==> src/tcl_consts.svh <==
`ifndef TCL_CONSTS_SVH
`define TCL_CONSTS_SVH

// register byte offsets
`define TCL_OFS_CTRL      12'h000
`define TCL_OFS_STATUS    12'h004
`define TCL_OFS_CMD       12'h008
`define TCL_OFS_CODEC     12'h00c
`define TCL_OFS_FRAME_CNT 12'h010

// control register fields
`define TCL_CTRL_TCH_ACTIVE 0
`define TCL_CTRL_AUDIO_TEST 1
`define TCL_CTRL_SIM_PRESENT 2
`define TCL_CTRL_OPEN       3

// command register fields
`define TCL_CMD_LOOP_LSB 0
`define TCL_CMD_LOOP_MSB 1
`define TCL_CMD_CHAN_LSB 4
`define TCL_CMD_CHAN_MSB 6
`define TCL_CMD_GO       8

// frame sizes in bits
`define TCL_BITS_FR   10'd260
`define TCL_BITS_EFR  10'd244
`define TCL_BITS_HR   10'd112
`define TCL_BITS_SIDP 10'd35
`define TCL_BITS_BURST 10'd114

`define TCL_FRAME_W 10'd320
`define TCL_AXI_OKAY   2'h0
`define TCL_AXI_SLVERR 2'h2

`endif

==> src/tcl_pkg.sv <==
package tcl_pkg;

  typedef enum logic [2:0]
  {
    TCL_CH_FR   = 3'h0,
    TCL_CH_EFR  = 3'h1,
    TCL_CH_HR   = 3'h2,
    TCL_CH_AFS  = 3'h3,
    TCL_CH_AHS  = 3'h4
  } tcl_chan_t;

  typedef enum logic [1:0]
  {
    TCL_LOOP_FRAME = 2'h0,
    TCL_LOOP_BURST = 2'h1
  } tcl_loop_t;

  // downlink receive classification from the decoder
  typedef enum logic [3:0]
  {
    TCL_RX_SPEECH_GOOD = 4'h0,
    TCL_RX_SPEECH_BAD  = 4'h1,
    TCL_RX_SID_UPDATE  = 4'h2,
    TCL_RX_SID_BAD     = 4'h3,
    TCL_RX_SID_FIRST   = 4'h4,
    TCL_RX_SID_FIRST_P2 = 4'h5,
    TCL_RX_SID_INH     = 4'h6,
    TCL_RX_ONSET       = 4'h7,
    TCL_RX_NO_DATA     = 4'h8,
    TCL_RX_RATS        = 4'h9,
    TCL_RX_RATS_BAD    = 4'ha,
    TCL_RX_FACCH       = 4'hb,
    TCL_RX_USER_DATA   = 4'hc
  } tcl_rx_t;

  typedef enum logic [2:0]
  {
    TCL_ST_OPEN   = 3'b001,
    TCL_ST_FRAME  = 3'b010,
    TCL_ST_BURST  = 3'b100
  } tcl_state_t;

endpackage : tcl_pkg

==> src/tcl_loop.sv <==
// The AXI4-Lite register port and the placing of the registers are this design's own decisions.
`include "tcl_consts.svh"

module tcl_loop
(
  input  wire logic         aclk,           // system clock
  input  wire logic         aresetn,        // synchronous reset, low
  input  wire logic [11:0]  s_axi_awaddr,   // write address
  input  wire logic         s_axi_awvalid,  // write address valid
  output logic              s_axi_awready,  // write address ready
  input  wire logic [31:0]  s_axi_wdata,    // write data
  input  wire logic [3:0]   s_axi_wstrb,    // write strobes
  input  wire logic         s_axi_wvalid,   // write data valid
  output logic              s_axi_wready,   // write data ready
  output logic [1:0]        s_axi_bresp,    // write response
  output logic              s_axi_bvalid,   // write response valid
  input  wire logic         s_axi_bready,   // write response ready
  input  wire logic [11:0]  s_axi_araddr,   // read address
  input  wire logic         s_axi_arvalid,  // read address valid
  output logic              s_axi_arready,  // read address ready
  output logic [31:0]       s_axi_rdata,    // read data
  output logic [1:0]        s_axi_rresp,    // read response
  output logic              s_axi_rvalid,   // read data valid
  input  wire logic         s_axi_rready,   // read data ready
  input  wire logic         dl_valid,       // downlink frame strobe
  input  wire logic [319:0] dl_data,        // decoded bits, bit 0 first
  input  wire logic [9:0]   dl_nbits,       // adaptive decoded length
  input  wire logic [3:0]   dl_rx_type,     // receive classification
  input  wire logic [1:0]   dl_mode,        // decoder codec mode
  input  wire logic         dl_burst_valid, // burst strobe
  input  wire logic [113:0] dl_burst,       // decrypted burst bits
  input  wire logic         dl_burst_sacch, // burst is slow signalling
  input  wire logic         dl_burst_idle,  // burst is idle
  input  wire logic [1:0]   dl_cmd_mode,    // downlink codec mode command
  input  wire logic         dl_rats_msg,    // rate signalling message seen
  output logic              loop_close_acknowledge, // ack pulse
  output logic              loop_closed,    // loop state
  output logic              ul_valid,       // uplink frame strobe
  output logic [319:0]      ul_data,        // uplink frame bits
  output logic [9:0]        ul_nbits,       // uplink bit count
  output logic              ul_speech_good, // transmit type good speech
  output logic [1:0]        ul_cmi,         // uplink mode indication
  output logic [1:0]        ul_cmr,         // uplink mode request field
  output logic              ul_burst_valid, // uplink burst strobe
  output logic [113:0]      ul_burst,       // uplink burst bits
  output logic              rats_enable,    // rate signalling protocol on
  output logic [1:0]        enc_mode        // normal encoder codec mode
);

  // ************************************************************
  // register slave
  // ************************************************************
  logic [3:0]          ctrl_reg;
  logic [8:0]          cmd_reg;
  logic                cmd_go_reg;
  logic [31:0]         frame_cnt_reg;
  logic [31:0]         drop_cnt_reg;
  logic [11:0]         awaddr_reg;
  logic                aw_have_reg;
  logic [31:0]         wdata_reg;
  logic [3:0]          wstrb_reg;
  logic                w_have_reg;
  logic                acs_multi_reg;
  tcl_pkg::tcl_state_t state_reg;
  tcl_pkg::tcl_chan_t  chan_reg;
  logic [1:0]          prev_mode_reg;
  logic                pend_reg;
  logic [34:0]         pend_bits_reg;

  function automatic logic [31:0] merge(input logic [31:0] old, input logic [31:0] nw,
                                        input logic [3:0] st);
    logic [31:0] r;
    r = old;
    for (int i = 0; i < 4; i++)
      if (st[i])
        r[i*8 +: 8] = nw[i*8 +: 8];
    return r;
  endfunction : merge

  function automatic logic mapped(input logic [11:0] a);
    return a == `TCL_OFS_CTRL || a == `TCL_OFS_STATUS || a == `TCL_OFS_CMD
           || a == `TCL_OFS_CODEC || a == `TCL_OFS_FRAME_CNT;
  endfunction : mapped

  wire wr_fire = aw_have_reg && w_have_reg && !s_axi_bvalid;
  logic [31:0] wmerge_cmd;
  logic [31:0] wmerge_ctrl;
  logic [31:0] wmerge_codec;
  assign wmerge_cmd   = merge({23'h0, cmd_reg}, wdata_reg, wstrb_reg);
  assign wmerge_ctrl  = merge({28'h0, ctrl_reg}, wdata_reg, wstrb_reg);
  assign wmerge_codec = merge({31'h0, acs_multi_reg}, wdata_reg, wstrb_reg);

  always_ff @(posedge aclk)
  begin
    if (!aresetn)
    begin
      aw_have_reg   <= 1'b0;
      w_have_reg    <= 1'b0;
      awaddr_reg    <= 12'h000;
      wdata_reg     <= 32'h0;
      wstrb_reg     <= 4'h0;
      s_axi_awready <= 1'b0;
      s_axi_wready  <= 1'b0;
      s_axi_bvalid  <= 1'b0;
      s_axi_bresp   <= `TCL_AXI_OKAY;
    end
    else
    begin
      s_axi_awready <= !aw_have_reg && !s_axi_awready && s_axi_awvalid;
      s_axi_wready  <= !w_have_reg && !s_axi_wready && s_axi_wvalid;
      if (s_axi_awvalid && s_axi_awready)
      begin
        aw_have_reg <= 1'b1;
        awaddr_reg  <= s_axi_awaddr;
      end
      if (s_axi_wvalid && s_axi_wready)
      begin
        w_have_reg <= 1'b1;
        wdata_reg  <= s_axi_wdata;
        wstrb_reg  <= s_axi_wstrb;
      end
      if (wr_fire)
      begin
        aw_have_reg  <= 1'b0;
        w_have_reg   <= 1'b0;
        s_axi_bvalid <= 1'b1;
        s_axi_bresp  <= mapped(awaddr_reg) ? `TCL_AXI_OKAY : `TCL_AXI_SLVERR;
      end
      else if (s_axi_bvalid && s_axi_bready)
        s_axi_bvalid <= 1'b0;
    end
  end

  // software control bits; the go bit is a self-clearing pulse
  always_ff @(posedge aclk)
  begin
    if (!aresetn)
    begin
      ctrl_reg      <= 4'h0;
      cmd_reg       <= 9'h000;
      cmd_go_reg    <= 1'b0;
      acs_multi_reg <= 1'b0;
    end
    else
    begin
      cmd_go_reg <= 1'b0;
      if (wr_fire && awaddr_reg == `TCL_OFS_CTRL)
        ctrl_reg <= wmerge_ctrl[3:0];
      else
        ctrl_reg[`TCL_CTRL_OPEN] <= 1'b0;
      if (wr_fire && awaddr_reg == `TCL_OFS_CMD)
      begin
        cmd_reg    <= wmerge_cmd[8:0];
        cmd_go_reg <= wmerge_cmd[`TCL_CMD_GO];
      end
      if (wr_fire && awaddr_reg == `TCL_OFS_CODEC)
        acs_multi_reg <= wmerge_codec[0];
    end
  end

  always_ff @(posedge aclk)
  begin
    if (!aresetn)
    begin
      s_axi_arready <= 1'b0;
      s_axi_rvalid  <= 1'b0;
      s_axi_rdata   <= 32'h0;
      s_axi_rresp   <= `TCL_AXI_OKAY;
    end
    else
    begin
      s_axi_arready <= !s_axi_arready && !s_axi_rvalid && s_axi_arvalid;
      if (s_axi_arvalid && s_axi_arready)
      begin
        s_axi_rvalid <= 1'b1;
        s_axi_rresp  <= mapped(s_axi_araddr) ? `TCL_AXI_OKAY : `TCL_AXI_SLVERR;
        case (s_axi_araddr)
          `TCL_OFS_CTRL:      s_axi_rdata <= {28'h0, ctrl_reg};
          `TCL_OFS_STATUS:    s_axi_rdata <= {drop_cnt_reg[23:0], 1'b0, state_reg,
                                              1'b0, chan_reg};
          `TCL_OFS_CMD:       s_axi_rdata <= {23'h0, 1'b0, cmd_reg[7:0]};
          `TCL_OFS_CODEC:     s_axi_rdata <= {28'h0, prev_mode_reg, 1'b0, acs_multi_reg};
          `TCL_OFS_FRAME_CNT: s_axi_rdata <= frame_cnt_reg;
          default:            s_axi_rdata <= 32'h0;
        endcase
      end
      else if (s_axi_rvalid && s_axi_rready)
        s_axi_rvalid <= 1'b0;
    end
  end

  // ************************************************************
  // loop state
  // ************************************************************
  wire tch_active  = ctrl_reg[`TCL_CTRL_TCH_ACTIVE];
  wire audio_test  = ctrl_reg[`TCL_CTRL_AUDIO_TEST];
  wire sim_present = ctrl_reg[`TCL_CTRL_SIM_PRESENT];
  wire open_req    = ctrl_reg[`TCL_CTRL_OPEN] || !sim_present;
  // closing while the audio test runs would violate mutual exclusion
  wire close_ok    = tch_active && !audio_test && state_reg == tcl_pkg::TCL_ST_OPEN;

  always_ff @(posedge aclk)
  begin
    if (!aresetn)
    begin
      state_reg              <= tcl_pkg::TCL_ST_OPEN;
      chan_reg               <= tcl_pkg::TCL_CH_FR;
      loop_close_acknowledge <= 1'b0;
      drop_cnt_reg           <= 32'h0;
    end
    else
    begin
      loop_close_acknowledge <= 1'b0;
      case (state_reg)
        tcl_pkg::TCL_ST_OPEN:
          if (cmd_go_reg && close_ok)
          begin
            chan_reg <= tcl_pkg::tcl_chan_t'(cmd_reg[`TCL_CMD_CHAN_MSB:`TCL_CMD_CHAN_LSB]);
            loop_close_acknowledge <= 1'b1;
            state_reg <= (cmd_reg[`TCL_CMD_LOOP_MSB:`TCL_CMD_LOOP_LSB] ==
                          tcl_pkg::TCL_LOOP_BURST) ? tcl_pkg::TCL_ST_BURST
                                                   : tcl_pkg::TCL_ST_FRAME;
          end
          else if (cmd_go_reg)
            drop_cnt_reg <= drop_cnt_reg + 32'h1;
        tcl_pkg::TCL_ST_FRAME, tcl_pkg::TCL_ST_BURST:
        begin
          if (cmd_go_reg)
            drop_cnt_reg <= drop_cnt_reg + 32'h1;
          if (open_req || !tch_active)
            state_reg <= tcl_pkg::TCL_ST_OPEN;
        end
        default: state_reg <= tcl_pkg::TCL_ST_OPEN;
      endcase
    end
  end

  always_ff @(posedge aclk)
  begin
    if (!aresetn)
    begin
      loop_closed <= 1'b0;
      rats_enable <= 1'b1;
    end
    else
    begin
      loop_closed <= state_reg != tcl_pkg::TCL_ST_OPEN;
      rats_enable <= state_reg == tcl_pkg::TCL_ST_OPEN;
    end
  end

  // normal encoder mode follows commands while the loop is open, or at any time while acs_multi_reg is clear
  always_ff @(posedge aclk)
  begin
    if (!aresetn)
      enc_mode <= 2'h0;
    else if (state_reg == tcl_pkg::TCL_ST_OPEN || !acs_multi_reg)
      enc_mode <= dl_cmd_mode;
  end

  // ************************************************************
  // frame substitution
  // ************************************************************
  wire looping  = state_reg == tcl_pkg::TCL_ST_FRAME;
  wire adaptive = chan_reg == tcl_pkg::TCL_CH_AFS || chan_reg == tcl_pkg::TCL_CH_AHS;
  wire half     = chan_reg == tcl_pkg::TCL_CH_AHS;
  tcl_pkg::tcl_rx_t rx;
  assign rx = tcl_pkg::tcl_rx_t'(dl_rx_type);

  function automatic logic [9:0] fixed_len(input tcl_pkg::tcl_chan_t c);
    case (c)
      tcl_pkg::TCL_CH_EFR: return `TCL_BITS_EFR;
      tcl_pkg::TCL_CH_HR:  return `TCL_BITS_HR;
      default:             return `TCL_BITS_FR;
    endcase
  endfunction : fixed_len

  logic       emit;
  logic       zero;
  logic       sid35;
  logic       two;
  logic       keep_mode;
  logic [319:0] mask;
  always_comb
  begin
    emit = 1'b0;
    zero = 1'b0;
    sid35 = 1'b0;
    two = 1'b0;
    keep_mode = 1'b0;
    for (int i = 0; i < 320; i++)
      mask[i] = 10'(i) < (adaptive ? dl_nbits : fixed_len(chan_reg));
    case (rx)
      tcl_pkg::TCL_RX_SPEECH_GOOD, tcl_pkg::TCL_RX_USER_DATA: emit = 1'b1;
      tcl_pkg::TCL_RX_SPEECH_BAD: begin emit = 1'b1; zero = 1'b1; end
      tcl_pkg::TCL_RX_FACCH: emit = 1'b0;
      tcl_pkg::TCL_RX_SID_UPDATE, tcl_pkg::TCL_RX_RATS:
      begin
        emit = adaptive; sid35 = 1'b1; two = half; keep_mode = 1'b1;
      end
      tcl_pkg::TCL_RX_SID_BAD, tcl_pkg::TCL_RX_RATS_BAD:
      begin
        emit = adaptive; zero = 1'b1; two = half; keep_mode = 1'b1;
      end
      tcl_pkg::TCL_RX_ONSET, tcl_pkg::TCL_RX_SID_FIRST, tcl_pkg::TCL_RX_NO_DATA:
      begin
        emit = adaptive; zero = 1'b1; keep_mode = rx != tcl_pkg::TCL_RX_ONSET;
      end
      tcl_pkg::TCL_RX_SID_FIRST_P2, tcl_pkg::TCL_RX_SID_INH:
      begin
        emit = half; zero = 1'b1; keep_mode = 1'b1;
      end
      default: emit = 1'b0;
    endcase
  end

  wire [1:0] ul_mode = (keep_mode || !acs_multi_reg) ? prev_mode_reg : dl_mode;

  always_ff @(posedge aclk)
  begin
    if (!aresetn)
    begin
      ul_valid       <= 1'b0;
      ul_data        <= 320'h0;
      ul_nbits       <= 10'h000;
      ul_speech_good <= 1'b0;
      ul_cmi         <= 2'h0;
      ul_cmr         <= 2'h0;
      prev_mode_reg  <= 2'h0;
      pend_reg       <= 1'b0;
      pend_bits_reg  <= 35'h0;
      frame_cnt_reg  <= 32'h0;
    end
    else
    begin
      ul_valid <= 1'b0;
      if (looping && pend_reg)
      begin
        // second half-rate frame carries parameters held back one clock cycle
        pend_reg <= 1'b0;
        ul_valid <= 1'b1;
        ul_data  <= {285'h0, pend_bits_reg};
      end
      else if (looping && dl_valid && emit)
      begin
        ul_valid       <= 1'b1;
        ul_nbits       <= adaptive ? dl_nbits : fixed_len(chan_reg);
        ul_speech_good <= adaptive;
        ul_cmi         <= ul_mode;
        ul_cmr         <= ul_mode;
        prev_mode_reg  <= ul_mode;
        frame_cnt_reg  <= frame_cnt_reg + 32'h1;
        if (zero || (sid35 && two))
          ul_data <= 320'h0;
        else if (sid35)
          ul_data <= {285'h0, dl_data[34:0]};
        else
          ul_data <= dl_data & mask;
        pend_reg      <= two;
        pend_bits_reg <= (sid35 && !zero) ? dl_data[34:0] : 35'h0;
      end
    end
  end

  // ************************************************************
  // burst loop
  // ************************************************************
  always_ff @(posedge aclk)
  begin
    if (!aresetn)
    begin
      ul_burst_valid <= 1'b0;
      ul_burst       <= 114'h0;
    end
    else
    begin
      ul_burst_valid <= state_reg == tcl_pkg::TCL_ST_BURST && dl_burst_valid
                        && !dl_burst_sacch && !dl_burst_idle;
      if (dl_burst_valid)
        ul_burst <= dl_burst;
    end
  end

endmodule : tcl_loop

==> config.mk <==
export PLATFORM = sky130hd
export DESIGN_NAME = tcl_loop
export DESIGN_NICKNAME = d
export VERILOG_FILES = /design/src/tcl_pkg.sv /design/src/tcl_loop.sv
export VERILOG_INCLUDE_DIRS = /design/src
export SDC_FILE = /design/constraint.sdc
export NUM_CORES = 2
export LEC_CHECK = 0
export ABC_AREA = 0
export BUFFER_PORTS_ARGS = -buffer_cell sky130_fd_sc_hd__buf_2
export CELL_PAD_IN_SITES_DETAIL_PLACEMENT = 1
export CELL_PAD_IN_SITES_GLOBAL_PLACEMENT = 2
export CORE_AREA = 2 2 403 405
export CTS_CLUSTER_DIAMETER = 80
export CTS_CLUSTER_SIZE = 24
export DETAILED_ROUTE_END_ITERATION = 6
export DIE_AREA = 0 0 405 407
export PLACE_DENSITY = 0.62
export SETUP_SLACK_MARGIN = 0.4
export SYNTH_ARGS = -nofsm -noshare
export SYNTH_HDL_FRONTEND = slang
export SYNTH_SLANG_ARGS = --single-unit
==> constraint.sdc <==
create_clock -name aclk -period 2.25 [get_ports aclk]
set_clock_uncertainty 0.05 [all_clocks]
set_input_delay 0.225 -clock aclk [delete_from_list [all_inputs] [get_ports aclk]]
set_output_delay 0.225 -clock aclk [all_outputs]
set_load 0.1 [all_outputs]
==> impl_metrics.tcl <==
set metrics [dict create \
    fin_util_pct 28.7 \
    cts_root_buf "clkbuf_16" \
    worst_r2r_endpoint "ul_data[216]$_SDFFE_PP0P_" \
    grt.overflow.total 0 \
    synth_top_flop_cell "dfxtp_1" \
    worstMarginPinSlew_ps 740 \
    wire_per_inst_um 25.9 \
    hold_path.class "input port to flop" \
    path_class "flop to flop" \
    worst_ir_drop_vdd_mv 0.513 \
    yosys_warnings 0 \
    detailed_place_hpwl_um 141000 \
    fin_crit_ps 2460 \
    static-leakage-power_nw 19.7 \
    design_power_total_mw 26.4 \
    global_route_wire_length_before_repair_um 245000 \
    dieWidth_um 405 \
    post_cts_clock_slew_at_the_launch_and_capture_registers_of_the_worst_setup_and_hold_paths_ps 100 \
    core_region_area_um2 160000 \
    slew_violations 0 \
    residual_drc 0 \
    synth-edff-count 0 \
    die-area_um2 165000 \
    layout.cells.most_common "buf_2" \
    track_usage_pct 20.8 \
    clkLatencyLatePin_ps 700 \
    cts_max_path_buffers 3 \
    synth.yosys.seq_area_share_pct 49.9 \
    critical_path.startpoint_type "flop" \
    layout-drive-gt1-share_pct 36.8 \
    area.growth.synth_to_final_pct 81.6 \
    regToRegSetupSlack_ps -210 \
    largest_net_degree_at_the_start_of_global_routing 96 \
    worstSetupStartpoint "chan_reg[0]$_SDFFE_PN0P_" \
    crit_arrival_ps 3030 \
    final-setup-viol-count 394 \
    crit_path_end "ul_data[216]$_SDFFE_PP0P_" \
    totalWireLength_um 183000 \
    layout_common_cells "buf_2, dfxtp_1, nand2_1" \
    reg2reg_depth 11 \
    detailedPlace.worstSlack_ps -602 \
    hold_viol_final 0 \
    tritoncts_clock_tree "done" \
    chipHeight_um 407 \
    routability_congestion 0.902 \
    via_count_of_the_first_global_routing_pass 31759 \
    tns_ps -35310 \
    run_status "complete, but fails checks" \
    htree_levels 2 \
    synth.avg_cell_area_um2 8.39 \
    design.portCount 1021 \
    max_clock_freq_mhz 406 \
    final_min_period_over_clock_period_pct 109 \
    critical_path_data_required_time_ps 2810 \
    floorplan.initialDensity_pct 15.8 \
    syn-cell-area_um2 25300 \
    max_slew_headroom_pct 50.2 \
    dr.pass1.iters 5 \
    rows 147 \
    synth_cells 3019 \
    post_dp_cell_area_um2 36500 \
    largest_register_ffs 320 \
    layout.cell_area.non_filler_um2 46000 \
    antenna_found_initial 68 \
    reg2reg_from "chan_reg[0]$_SDFFE_PN0P_" \
    numClockSinks 631 \
    iteration_0_drc_count_of_the_detailed_router 1851 \
    synth-seq-cells 631 \
    route.vias.total 31073 \
    crit_path_end_kind "flop" \
    finalNetCount 5355 \
    max_cap_viol_count 0 \
    antenna_left 0 \
    route.detailed.vias_per_inst 4.40 \
    rsz0062_at_grt "yes" \
    synth_async_sr_flop_share_pct 0 \
    final.setup.worst_slack_ps -214 \
    cts-buffers-inserted 55 \
    post_synth_num_cell_types 80 \
    count_of_input_and_output_buffers 992 \
    critPathMaxFanout 19 \
    violations_in_the_final_reports "setup timing" \
    power_density_nw_per_um2 574 \
]
==> cells by family after synthesis <==
kind of cell | count (synthesis) | share of synthesized area (%)
buffers and inverters | 260 | 4.16
XOR/XNOR | 41 | 1.42
other | 1 | 0.0148
adder cells (fa/ha/maj) | 2 | 0.0988
AND/OR/NAND/NOR | 1069 | 18.8
flip-flops | 631 | 49.9
AO/OA/AOI/OAI | 873 | 20.0
multiplexers | 142 | 5.71
==> power breakdown <==
part	leakage [nW]	switching [mW]	internal [mW]
Combinational	13.6	2.29	1.54
Clock	0.985	5.93	5.28
Sequential	5.11	0.0927	11.3
==> critical path: stages, from the launching register on <==
cell and delay (ps):
dfxtp_4 360, buf_6 160, and3b_2 230, o22a_1 250, a211o_4 310, a31oi_4 210
buf_12 200, buf_16 200, buf_12 120, buf_16 110, nand2_1 60, o21ai_0 110
==> routing by layer <==
| metal | part of all wire [%] | GRT usage [%] |
|---|---|---|
| met1 | 39 | 23.2 |
| met5 | 0.18 | 0 |
| met4 | 5.1 | 9.43 |
| met2 | 50 | 37.6 |
| met3 | 5.7 | 4.24 |
==> timing repair <==
action                                 CTS  global route
endpoints found under the hold margin  503             0
pin swaps                               29            42
setup endpoints to repair              573           558
resized for setup                      206           186
setup buffers                           21            22
cloned                                  17            20
hold buffers                           496             0
==> Yosys cell counts (26+ instances only) <==
cell type	n	area (um^2)
dfxtp_1	631	12600
nand4_1	27	169
a22oi_1	29	218
a21oi_1	81	405
clkbuf_1	140	526
nand3_1	119	596
mux2i_1	140	1400
nor3_1	29	145
a32o_1	40	400
o21ai_1	56	280
xnor2_1	30	263
inv_1	46	173
a2bb2oi_1	26	228
nor2_1	231	867
o21ai_0	529	2650
nand2_1	531	1990
buf_2	44	220
==> through the flow <==
step / cells / hold slack (ps)
2_1_floorplan: 3020 / 252
3_3_place_gp: 6356 / 359
3_5_place_dp: 6356 / 377
4_1_cts: 6994 / 4.77
5_1_grt: 7054 / 64.5
6_report: 7063 / 68.7
==> final cells by class <==
class                   instances  area (um^2)
flip-flops and latches        631        12600
fillers                     18772       114000
clock buffers                  57         1420
inverters                      47          184
diodes                         27         67.6
multi-input cells            2129        12900
well taps                    2160         2700
clock inverters                47          632
repair buffers               1965        15500
==> worst min-delay path by stage <==
| stage | depth (start not counted) | start | slack [ps] | end |
|---|---|---|---|---|
| after floorplan | 1 | dl_burst_sacch | 250 | ul_burst_valid$_SDFF_PN0_ |
| after global placement | 1 | s_axi_arready$_SDFF_PN0_ | 360 | s_axi_arready$_SDFF_PN0_ |
| after detailed placement | 1 | s_axi_arready$_SDFF_PN0_ | 380 | s_axi_arready$_SDFF_PN0_ |
| after CTS | 4 | dl_rx_type[2] | 5 | pend_reg$_SDFFE_PP0P_ |
| after global routing | 4 | dl_nbits[3] | 60 | ul_nbits[3]$_SDFFE_PN0P_ |
| final | 3 | aresetn | 70 | state_reg[0]$_SDFFE_PN1P_ |
Note: power is estimated with default switching activity, not from simulation.
